===== src/logic/srs_pkg.sv =====
package srs_pkg;
    // system clock rate and pulse capture
    localparam int unsigned CLK_MHZ = 250;
    localparam int unsigned HARD_RESET_MIN_NS = 200;
    // a low pulse shorter than this may be missed; count rounds up
    localparam int unsigned HARD_RESET_CYC = (HARD_RESET_MIN_NS * CLK_MHZ + 999) / 1000;
    // supply and pin thresholds in millivolts, compared by the analog monitors
    localparam int unsigned CORE_SUPPLY_MIN_MV = 2720;
    localparam int unsigned PD_VIH_MIN_MV = 1200;
    // three-level strap encoding
    localparam logic [1:0] TRI_LOW = 2'h0;
    localparam logic [1:0] TRI_MID = 2'h1;
    localparam logic [1:0] TRI_HIGH = 2'h2;
    // reset values
    localparam logic RST_IFACE_SPI = 1'b0;
    localparam logic [1:0] RST_STRAP = 2'h0;

    typedef enum logic [2:0] {
        SRS_OFF,
        SRS_SAMPLE,
        SRS_LOAD,
        SRS_CAL,
        SRS_PLL,
        SRS_RUN
    } srs_state_e;

    typedef struct packed {
        logic [1:0] page_a;
        logic [1:0] page_b;
    } srs_page_s;

    typedef struct packed {
        logic sck;
        logic sdi;
    } srs_serial_s;
endpackage


===== src/logic/srs_startup_reset_sequencer.sv =====
`timescale 1ns/10ps
// Function
// - while power_down_n is low the device stays powered down and serial traffic is ignored.
// - a rising edge of power_down_n starts the power-on-reset sequence through to normal operation.
// - the interface-select strap is sampled at start-up, high selecting SPI and low I2C, held stable by the host.
// - the two ROM-page straps are sampled at start-up as three-level inputs and pick ROM page or EEPROM.
// - after reset the shared clock and data pins route to the SPI or I2C engine as latched.
// - the device stays in reset until core supplies exceed 2.72V and power_down_n exceeds 1.2V.
// - a soft reset during PLL start-up or normal operation re-runs oscillator calibration and PLL start-up.
// - the resonator APLL tolerates an invalid reference and locks once a valid one appears.
module srs_startup_reset_sequencer
(
    input wire logic clk,
    input wire logic rst,
    input wire logic power_down_n,
    input wire logic core_supply_ok,
    input wire logic interface_select_strap,
    input wire srs_pkg::srs_page_s rom_page_strap,
    input wire logic soft_reset_bit,
    input wire logic load_done,
    input wire logic cal_done,
    input wire logic xo_valid,
    input wire logic apll_lock,
    input wire srs_pkg::srs_serial_s serial_pins,
    output logic device_enable,
    output logic iface_is_spi,
    output srs_pkg::srs_page_s rom_page,
    output logic use_eeprom,
    output logic load_start,
    output logic cal_start,
    output logic pll_start,
    output logic normal_operation,
    output srs_pkg::srs_serial_s spi_pins,
    output srs_pkg::srs_serial_s i2c_pins
);
    // ------------------------------------------------------------
    // pin synchronisers
    // ------------------------------------------------------------
    logic [2:0] pd_sync_q, pd_sync_d;
    logic [2:0] sup_sync_q, sup_sync_d;
    logic [2:0] sel_sync_q, sel_sync_d;
    srs_pkg::srs_page_s [2:0] pg_sync_q, pg_sync_d;
    logic pd_level_q, pd_level_d;
    logic sup_level_q, sup_level_d;
    logic sel_level_q, sel_level_d;
    srs_pkg::srs_page_s pg_level_q, pg_level_d;

    always_comb
    begin
        pd_sync_d = {pd_sync_q[1:0], power_down_n};
        sup_sync_d = {sup_sync_q[1:0], core_supply_ok};
        // straps are board pins as well, so they pass the same filter before sampling
        sel_sync_d = {sel_sync_q[1:0], interface_select_strap};
        pg_sync_d = {pg_sync_q[1:0], rom_page_strap};
        // a change counts only once stages two and three agree
        pd_level_d = (pd_sync_q[2] == pd_sync_q[1]) ? pd_sync_q[2] : pd_level_q;
        sup_level_d = (sup_sync_q[2] == sup_sync_q[1]) ? sup_sync_q[2] : sup_level_q;
        sel_level_d = (sel_sync_q[2] == sel_sync_q[1]) ? sel_sync_q[2] : sel_level_q;
        pg_level_d = (pg_sync_q[2] == pg_sync_q[1]) ? pg_sync_q[2] : pg_level_q;
    end

    always_ff @(posedge clk)
    begin
        if (rst)
        begin
            pd_sync_q <= 3'h0;
            sup_sync_q <= 3'h0;
            sel_sync_q <= 3'h0;
            pg_sync_q <= '0;
            pd_level_q <= 1'b0;
            sup_level_q <= 1'b0;
            sel_level_q <= srs_pkg::RST_IFACE_SPI;
            pg_level_q <= '{page_a: srs_pkg::RST_STRAP, page_b: srs_pkg::RST_STRAP};
        end
        else
        begin
            pd_sync_q <= pd_sync_d;
            sup_sync_q <= sup_sync_d;
            sel_sync_q <= sel_sync_d;
            pg_sync_q <= pg_sync_d;
            pd_level_q <= pd_level_d;
            sup_level_q <= sup_level_d;
            sel_level_q <= sel_level_d;
            pg_level_q <= pg_level_d;
        end
    end

    // ------------------------------------------------------------
    // sequencer
    // ------------------------------------------------------------
    srs_pkg::srs_state_e state_q, state_d;
    logic iface_q, iface_d;
    srs_pkg::srs_page_s page_q, page_d;
    logic soft_q, soft_d;
    logic hold_reset;
    logic soft_edge;

    // the host must hold low longer than the capture time so the filter sees it
    assign hold_reset = !pd_level_q || !sup_level_q;
    assign soft_edge = soft_reset_bit && !soft_q;

    always_comb
    begin
        state_d = state_q;
        iface_d = iface_q;
        page_d = page_q;
        soft_d = soft_reset_bit;
        if (hold_reset)
        begin
            state_d = srs_pkg::SRS_OFF;
        end
        else
        begin
            case (state_q)
                srs_pkg::SRS_OFF:
                begin
                    // leaving off happens as soon as the filtered pin and supplies are both seen good
                    state_d = srs_pkg::SRS_SAMPLE;
                end
                srs_pkg::SRS_SAMPLE:
                begin
                    iface_d = sel_level_q;
                    page_d = pg_level_q;
                    state_d = srs_pkg::SRS_LOAD;
                end
                srs_pkg::SRS_LOAD:
                begin
                    if (load_done)
                        state_d = srs_pkg::SRS_CAL;
                end
                srs_pkg::SRS_CAL:
                begin
                    // calibration relies on a stable oscillator kept by the system
                    if (cal_done)
                        state_d = srs_pkg::SRS_PLL;
                end
                srs_pkg::SRS_PLL:
                begin
                    // the resonator loop may wait for a valid reference before lock
                    if (xo_valid && apll_lock)
                        state_d = srs_pkg::SRS_RUN;
                end
                srs_pkg::SRS_RUN:
                begin
                    if (soft_edge)
                        state_d = srs_pkg::SRS_CAL;
                end
                default:
                begin
                    state_d = srs_pkg::SRS_OFF;
                end
            endcase
            // soft reset during pll start-up also restarts calibration
            if (soft_edge && (state_q == srs_pkg::SRS_PLL))
                state_d = srs_pkg::SRS_CAL;
        end
    end

    always_ff @(posedge clk)
    begin
        if (rst)
        begin
            state_q <= srs_pkg::SRS_OFF;
            iface_q <= srs_pkg::RST_IFACE_SPI;
            page_q <= '{page_a: srs_pkg::RST_STRAP, page_b: srs_pkg::RST_STRAP};
            soft_q <= 1'b0;
        end
        else
        begin
            state_q <= state_d;
            iface_q <= iface_d;
            page_q <= page_d;
            soft_q <= soft_d;
        end
    end

    // ------------------------------------------------------------
    // outputs
    // ------------------------------------------------------------
    logic en_q, en_d;
    logic load_go_q, load_go_d;
    logic cal_go_q, cal_go_d;
    logic pll_go_q, pll_go_d;
    logic run_q, run_d;

    // one-cycle start pulses on entry of the load, cal and pll phases, taken from the next state
    // so that each pulse lines up with the first cycle spent in its phase
    always_comb
    begin
        en_d = (state_d != srs_pkg::SRS_OFF);
        load_go_d = (state_d == srs_pkg::SRS_LOAD) && (state_q != srs_pkg::SRS_LOAD);
        cal_go_d = (state_d == srs_pkg::SRS_CAL) && (state_q != srs_pkg::SRS_CAL);
        pll_go_d = (state_d == srs_pkg::SRS_PLL) && (state_q != srs_pkg::SRS_PLL);
        run_d = (state_d == srs_pkg::SRS_RUN);
    end

    always_ff @(posedge clk)
    begin
        if (rst)
        begin
            en_q <= 1'b0;
            load_go_q <= 1'b0;
            cal_go_q <= 1'b0;
            pll_go_q <= 1'b0;
            run_q <= 1'b0;
        end
        else
        begin
            en_q <= en_d;
            load_go_q <= load_go_d;
            cal_go_q <= cal_go_d;
            pll_go_q <= pll_go_d;
            run_q <= run_d;
        end
    end

    assign device_enable = en_q;
    assign load_start = load_go_q;
    assign cal_start = cal_go_q;
    assign pll_start = pll_go_q;
    assign normal_operation = run_q;

    assign iface_is_spi = iface_q;
    assign rom_page = page_q;
    // mid level on either strap selects the eeprom image; low and high pick rom pages
    assign use_eeprom = (page_q.page_a == srs_pkg::TRI_MID) || (page_q.page_b == srs_pkg::TRI_MID);

    // serial pins are gated off while powered down so no traffic reaches either engine
    always_comb
    begin
        spi_pins = '{sck: 1'b0, sdi: 1'b0};
        i2c_pins = '{sck: 1'b1, sdi: 1'b1};
        if (device_enable && (state_q != srs_pkg::SRS_SAMPLE))
        begin
            if (iface_q)
                spi_pins = serial_pins;
            else
                i2c_pins = serial_pins;
        end
    end
endmodule


===== config.mk =====
export PLATFORM = sky130hd
export DESIGN_NAME = srs_startup_reset_sequencer
export DESIGN_NICKNAME = d
export VERILOG_FILES = /design/src/logic/srs_pkg.sv /design/src/logic/srs_startup_reset_sequencer.sv
export SDC_FILE = /design/constraint.sdc
export NUM_CORES = 1
export LEC_CHECK = 0
export ABC_AREA = 0
export BUFFER_PORTS_ARGS = -buffer_cell sky130_fd_sc_hd__buf_2
export CAP_MARGIN = 40
export CORE_ASPECT_RATIO = 0.9
export CORE_MARGIN = 4
export CORE_UTILIZATION = 39
export DETAILED_ROUTE_END_ITERATION = 7
export SYNTH_ARGS = -nofsm -noshare
export SYNTH_HDL_FRONTEND = slang
export SYNTH_SLANG_ARGS = --single-unit

===== constraint.sdc =====
create_clock -name clk -period 1.4 [get_ports clk]
set_input_delay 0 -clock clk [delete_from_list [all_inputs] [get_ports clk]]
set_output_delay 0 -clock clk [all_outputs]
set_load 0.01 [all_outputs]

; ---- Word level (Yosys, flattened, before mapping)
; Index checks and enable logic that the tools add are counted.
[op_classes]
n_mux = 11
n_reduce_logical = 15
bitwise = 1
n_eq_ne = 19
[ops]
columns = op, n
row1 = $mux 3, 6
row2 = $pmux 3 s6, 1
row3 = $eq 3x2->1 const B, 4
row4 = $eq 3x3->1 const B, 4
row5 = $mux 2, 4
row6 = $logic_and 1x1->1, 7
row7 = $ne 3x2->1 const B, 2
row8 = $eq 2x1->1 const B, 2
row9 = $eq 4x4->1, 1
row10 = $eq 1x1->1, 3
row11 = $eq 3x1->1 const B, 1
row12 = $logic_not 1->1, 3
row13 = $logic_not 3->1, 1
row14 = $ne 3x1->1 const B, 1
row15 = $ne 3x3->1 const B, 1
row16 = $reduce_bool 3->1, 1
row17 = $logic_or 1x1->1, 2
row18 = $reduce_and 2->1, 1
row19 = $not 1->1, 1
[totals]
output_inout_bits = 15
register_bits = 42

; ---- Depth between registers and ports, before layout
; Gate-level depths: netlist of the first run.
[logic_depth]
depth_word = 8
depth_mapped = 6

; ---- Worst setup path before layout of the first run
; No wires, ideal clock.
[synth_timing]
kind = reg2reg
start = register state_q[2]
end = register pll_go_q (netlist: pll_start)
setup_ns = 0.117
setup_slack_ns = 0.089
required_ns = 1.283
n_path_buf = 1
arrival_ns = 1.194
stages_incl_launch_ff = 6
cell_sequence = dfxtp_1 buf_2 or3b_1 o32ai_1 a31oi_1 and4b_1
[synth_between]
elab_chain_cells = 6
elab_cells_between_ends = 17
classes_between = eq/ne: 7 / mux: 7 / reduce/logical: 3
[synth_rtl]
columns = item, line_no
row1 = from (decl), srs_startup_reset_sequencer.sv:91  ; srs_pkg::srs_state_e state_q, state_d;
row2 = from (signal assigned), srs_startup_reset_sequencer.sv:163  ; state_q <= srs_pkg::SRS_OFF;
row3 = from (signal assigned), srs_startup_reset_sequencer.sv:170  ; state_q <= state_d;
row4 = "$eq 3x3->1, or another cell as far along", srs_startup_reset_sequencer.sv:114  ; case (state_q)
row5 = $pmux 3 s6 / $logic_and 1x1->1 (equally long branches), "srs_startup_reset_sequencer.sv:114, srs_startup_reset_sequencer.sv:154"
row6 = $mux 3, srs_startup_reset_sequencer.sv:154  ; if (soft_edge && (state_q == srs_pkg::SRS_PLL))
row7 = $mux 3, srs_startup_reset_sequencer.sv:108  ; if (hold_reset)
row8 = $eq 3x3->1, srs_startup_reset_sequencer.sv:193  ; pll_go_d = (state_d == srs_pkg::SRS_PLL) && (state_q != srs_pkg::SRS_PLL);
row9 = $logic_and 1x1->1 (*), srs_startup_reset_sequencer.sv:193
row10 = to (signal assigned), srs_startup_reset_sequencer.sv:212  ; pll_go_q <= pll_go_d;
row11 = to (decl), srs_startup_reset_sequencer.sv:183  ; logic pll_go_q, pll_go_d;
; Mark *: on every way between the ends. The rest lies on a longest branch, timed or not.
; A chain may end at the register's enable or synchronous reset.

; ---- Worst setup path after layout of the first run
[layout_timing]
start = register state_q[0]
end = register pll_go_q (netlist: pll_start)
; Same word-level chain as after synthesis.

==> results of run 1 <==
## how the worst max path moves through the flow
stage               start          end  slack [ps]  depth (start not counted)
5_1_grt        state_q[0]    pll_start         -20                          4
2_1_floorplan  state_q[2]    pll_start          90                          5
3_5_place_dp   state_q[2]    pll_start         -80                          4
6_report       state_q[0]    pll_start         -10                          4
4_1_cts        state_q[2]  i2c_pins[1]          -2                          4
3_3_place_gp   state_q[2]    pll_start          20                          4
## cells in the mapped netlist
cell type	count	area [um^2]
or3b_1	1	8.76
nand3_1	3	15.0
inv_2	1	3.75
nand2b_1	3	18.8
nor3_1	1	5.00
inv_1	2	7.51
nor4_4	1	21.3
and4b_1	1	10.0
a21oi_1	7	35.0
and3_1	1	6.26
nand3b_1	1	7.51
nor2_1	14	52.6
o22ai_1	1	6.26
or2_0	1	6.26
o21ai_1	2	10.0
nor2b_1	23	144
a31oi_1	1	6.26
o21ai_0	4	20.0
nand2_1	5	18.8
nor3b_2	1	12.5
buf_2	2	10.0
dfxtp_1	42	841
mux2i_1	9	90.1
a32oi_1	1	8.76
o32ai_1	1	8.76
xor2_1	5	43.8
clkbuf_1	3	11.3
or3_1	2	12.5
buf_4	1	7.51
nor3b_1	1	7.51
## cell type report
type                    count  area, um^2
clock inverters             2        13.8
inverters                   3        11.3
clock buffers               6        72.6
fillers                   330        1590
multi-input cells          90         617
well taps                  44        55.1
repair buffers             43         268
flip-flops and latches     42         847
## worst max-delay path: stages, from the launching register on
cell and delay [ps]:
dfxtp_2 380, or3b_1 420, o32ai_2 160, a31oi_2 130, and4b_1 230
## report_power, final
group	switching (mW)	total (mW)	internal (mW)
registers	0.0109	1.23	1.22
clock network	0.377	0.729	0.351
logic	0.0466	0.115	0.0685
total	0.435	2.07	1.64
## sequential cells by signal (all words and copies together) (netlist names)
signal,flops
pg_sync_d,8
pg_level_q,4
pg_sync_q,4
rom_page,4
pd_sync_q,3
sel_sync_q,3
state_q,3
sup_sync_q,3
cal_start,1
device_enable,1
iface_is_spi,1
load_start,1
normal_operation,1
pd_level_q,1
pll_start,1
sel_level_q,1
soft_q,1
sup_level_q,1
## placed cells by master, fill, tap and decap left out, types with 5 or more instances in the layout
master         Yosys  final
nand2_1            5      5
dfxtp_1           42     39
buf_2              2     30
mux2i_1            9      9
a21oi_1            7      7
dlygate4sd3_1      0      8
nor2b_1           23     23
nor2_1            14     14
buf_4              1      5
clkbuf_8           0      5
xor2_1             5      5
## logic make-up after synthesis
group,count (synthesis),synth area share (%)
AOI/OAI and AO/OA,17,6.53
xor gates and xnor gates,5,3.01
buffers and inverters,9,2.75
DFF,42,57.7
muxes,9,6.19
and+or+nand+nor,59,23.8
## per-stage QoR
step                      area (um^2)  power [mW]  setup TNS, ps
final                            1880        2.07          -12.9
after global routing             1880        2.18          -42.7
after CTS                        1850        2.11          -2.46
after detailed placement         1660        1.35           -501
after global placement           1660        1.35              0
after floorplan                  1460        1.32              0
## layer usage
metal | vias to the layer above | share of wire [%] | wire length, um
li1 | 553 | - | -
met1 | 497 | 45 | 1170
met2 | 41 | 45 | 1190
met3 | 8 | 7.2 | 189
met4 | 0 | 2.7 | 71
met5 | - | 0 | 0
## what timing repair did
| action | 4_1_cts | 5_1_grt |
|---|---|---|
| pin swaps | 0 | 1 |
| hold buffers | 8 | 0 |
| setup buffers | 0 | 1 |
| endpoints found under the hold margin | 8 | 0 |
| setup endpoints to repair | 10 | 15 |
| cloned | 0 | 0 |
| gates resized for setup | 6 | 6 |
==> metrics, run 1 <==
hpwl dp 1860 um; sequential-to-total area share from yosys stat 57.7%; largest net degree at the start of global routing 35; post-layout min period 1410 ps; DRC errors left 0; critical path fanouts, max 8; RR Startpoint state_q[0]; min-delay worst type primary input to register; CTS Sinks 42; CTS H-tree lvls 2; Final Non-Filler Cells 230; placed cell count 213; reg2reg end pll_start; startpoint types register; hold_ws 97.4 ps; via/cell ratio 4.78; crit end category register; DR iter-0 viols 66; die height 66.0 um; Max IR drop VDD 0.000722 V; die area 4780 um^2; final setup fails 1; actual slew at the worst max-slew pin 322 ps; worst hold stages 3; Fmax 708 MHz; CTS Buf Count 5; status finished, violations left; Power per Cell Area 1100 nW/um^2; clk slew on worst S/H paths 70 ps; initial antenna violation count 0; CP Class register to register; Max Clock Skew 2.39 ps; total number of vias 1099; GR peak layer met2; CTS tree yes; Total GRT Usage 11.9%; I/O pin count 31; flop2flop setup slack -10 ps; met1 usage 13.7%; worst skew pair latency 280 ps; syn nets 157; Yosys cell types 30; Antenna Cells 0; Post-Syn Area 1460 um^2; Final Slew Violations 0; Rows 20; DIE WIDTH 72.4 um; Clock Path Buffers 2; fin nets 201; share of layout cells above drive strength 1 29.0%; Initial Utilization 41.9%; met3 global-route usage 4.71%; core area 3480 um^2; Slew HR 78.4%; maximum capacitance violations 0; Leakage 0.788 nW; pre-CTS WS -80.0 ps; reg2reg path depth 4; Final WS setup -12.9 ps; antenna-violating nets left 0; unrepaired setup endpoints after global routing true; number of global-route vias before repair 999; Final Hold Fails 0; first-pass GRT wire length 4310 um; Yosys warning count 0; Final Routed Wirelength 2610 um; First-pass DRT Iterations 4; Worst Path Arrival 1590 ps; RePlAce Congestion 0.888; Area Overhead vs Synth 29.4%; wire length per cell 11.4 um; IO buf count 30; Post-Syn Instances 141; total gr overflow 0; FF+latch count, synth 42; root buffer cell clkbuf_8; GR Layer Usage met2 18.5%; WP data required 1580 ps; final period utilization 101%; hold path startpoint rst; violated checks setup timing; Mean Syn Cell Area 10.3 um^2; hold endpoint state_q[0]; Final Util 54.2%
Note: power is estimated with default switching activity, not from simulation.
==> run 2, diff against run 1 <==
--- a/config.mk
+++ b/config.mk
@@ -6,12 +6,12 @@
 export NUM_CORES = 1
 export LEC_CHECK = 0
 export ABC_AREA = 0
-export BUFFER_PORTS_ARGS = -buffer_cell sky130_fd_sc_hd__buf_2
 export CAP_MARGIN = 40
 export CORE_ASPECT_RATIO = 0.9
 export CORE_MARGIN = 4
 export CORE_UTILIZATION = 39
 export DETAILED_ROUTE_END_ITERATION = 7
+export DONT_BUFFER_PORTS = 1
 export SYNTH_ARGS = -nofsm -noshare
 export SYNTH_HDL_FRONTEND = slang
 export SYNTH_SLANG_ARGS = --single-unit
==> run 2 against run 1 <==
Against the previous run: the run ends with hold timing left; flip-flop and latch count did not move; sequential share of layout area fell by 0.92 points; die area did not move; wire length rose by 5.3%; clock-buffer cell count rose by 1; core utilization rose by 0.97 points; clock skew rose by 3.3 ps; combinational power fell by 12%; clock power rose by 7.4%; critical path type unchanged; critical endpoint is now device_enable; highest routed layer unchanged.
==> metrics, run 2 (synthesis gave the netlist of run 1 again) <==
startpoint types register; Final Hold Fails 9; WP data required 1630 ps; violated checks hold timing; Final Slew Violations 0; largest net degree at the start of global routing 36; via/cell ratio 4.83; most common cell after layout, fill and taps aside dfxtp_1; actual slew at the worst max-slew pin 296 ps; Antenna Cells 0; final period utilization 95.8%; Final Non-Filler Cells 219; CTS tree yes; root buffer cell clkbuf_8; most frequent cells in the layout dfxtp_1 (39), dlygate4sd3_1 (28), nor2b_1 (23); share of layout cells above drive strength 1 12.6%; critical path fanouts, max 4; Initial Utilization 41.9%; maximum capacitance violations 0; unrepaired setup endpoints after global routing true; post-layout min period 1340 ps; core area 3480 um^2; Area Overhead vs Synth 31.7%; die height 66.0 um; DR iter-0 viols 33; I/O pin count 31; First-pass DRT Iterations 2; die area 4780 um^2; wire length per cell 12.6 um; CP cell instances nand3b_1 -> a21oi_2 -> dlygate4sd3_1; CTS H-tree lvls 2; RePlAce Congestion 0.900; pre-CTS WS -11.9 ps; Rows 20; Slew HR 80.6%; Largest register FFs 8; Max stage delay on crit path 550 ps; CTS Sinks 42; fill count 321; Total GRT Usage 12.3%; DIE WIDTH 72.4 um; first-pass GRT wire length 4360 um; Leakage 0.786 nW; initial antenna violation count 0; Max Clock Skew 5.66 ps; antenna-violating nets left 0; crit path buf inv count 1; hold_ws -220 ps; number of global-route vias before repair 1047; Top delay family on crit path buffers and inverters; Worst Path Arrival 1580 ps; min-delay worst type primary input to register; placed cell count 182; status finished, violations left; Final Util 55.1%; Worst path slowest cell dlygate4sd3_1; CP Class register to register; total number of vias 1058; final setup fails 0; Fmax 745 MHz; total gr overflow 0; Final WS setup 58.3 ps; Power per Cell Area 1100 nW/um^2; IO buf count 0; crit end category register; worst skew pair latency 290 ps; Max IR drop VDD 0.000662 V; hpwl dp 1650 um; fin nets 190; Final Routed Wirelength 2750 um; CTS Buf Count 5; clk slew on worst S/H paths 80 ps; Clock Path Buffers 2; DRC errors left 0
[run 2: worst paths after layout]
check,startpoint,to,slack [ps],cells past startpoint
setup / recovery,sup_level_q,device_enable,60,3
hold / removal,rst,pg_level_q[1],-220,1
setup reg to reg,sup_level_q,device_enable,60,3
hold reg to reg,sel_level_q,iface_is_spi,500,2
[run 2: final cells by class]
class                      count  area, um^2  share of cell area, %
clock buffer                   7        86.3                   4.50
sequential                    42         845                   44.0
timing repair buffer          32         310                   16.2
multi-input combinational     90         606                   31.6
inverter                       3        11.3                  0.587
clock inverter                 1        5.00                  0.261
tap                           44        55.1                   2.87
[run 2: timing repair]
action                     CTS  global route
setup endpoints to repair    6            16
cloned                       0             0
buffers inserted             0             1
hold buffers                27             1
pin swaps                    0             1
hold endpoints to repair    39            10
gates resized for setup      2             7
[run 2: metal layers]
metal  vias up  wire [um]  GRT usage (%)
li1        531          -              -
met1       481       1210           13.7
met2        35       1260           18.8
met3        11        179           4.71
met4         0        100           9.45
met5         -          0              0
[run 2: where the power goes]
part | total, mW | internal [mW] | switching, mW
sequential | 1.23 | 1.22 | 0.0109
clock | 0.783 | 0.398 | 0.386
combinational | 0.101 | 0.0708 | 0.0297
[run 2: metrics by stage]
step	setup TNS (ps)	hold WS, ps	instance area [um^2]	total power, mW
2_1_floorplan	0	71.6	1460	1.32
3_3_place_gp	0	72.4	1510	1.31
3_5_place_dp	-27.5	75.7	1510	1.32
4_1_cts	0	-235	1880	2.13
5_1_grt	-119	-241	1920	2.20
6_report	0	-220	1920	2.12
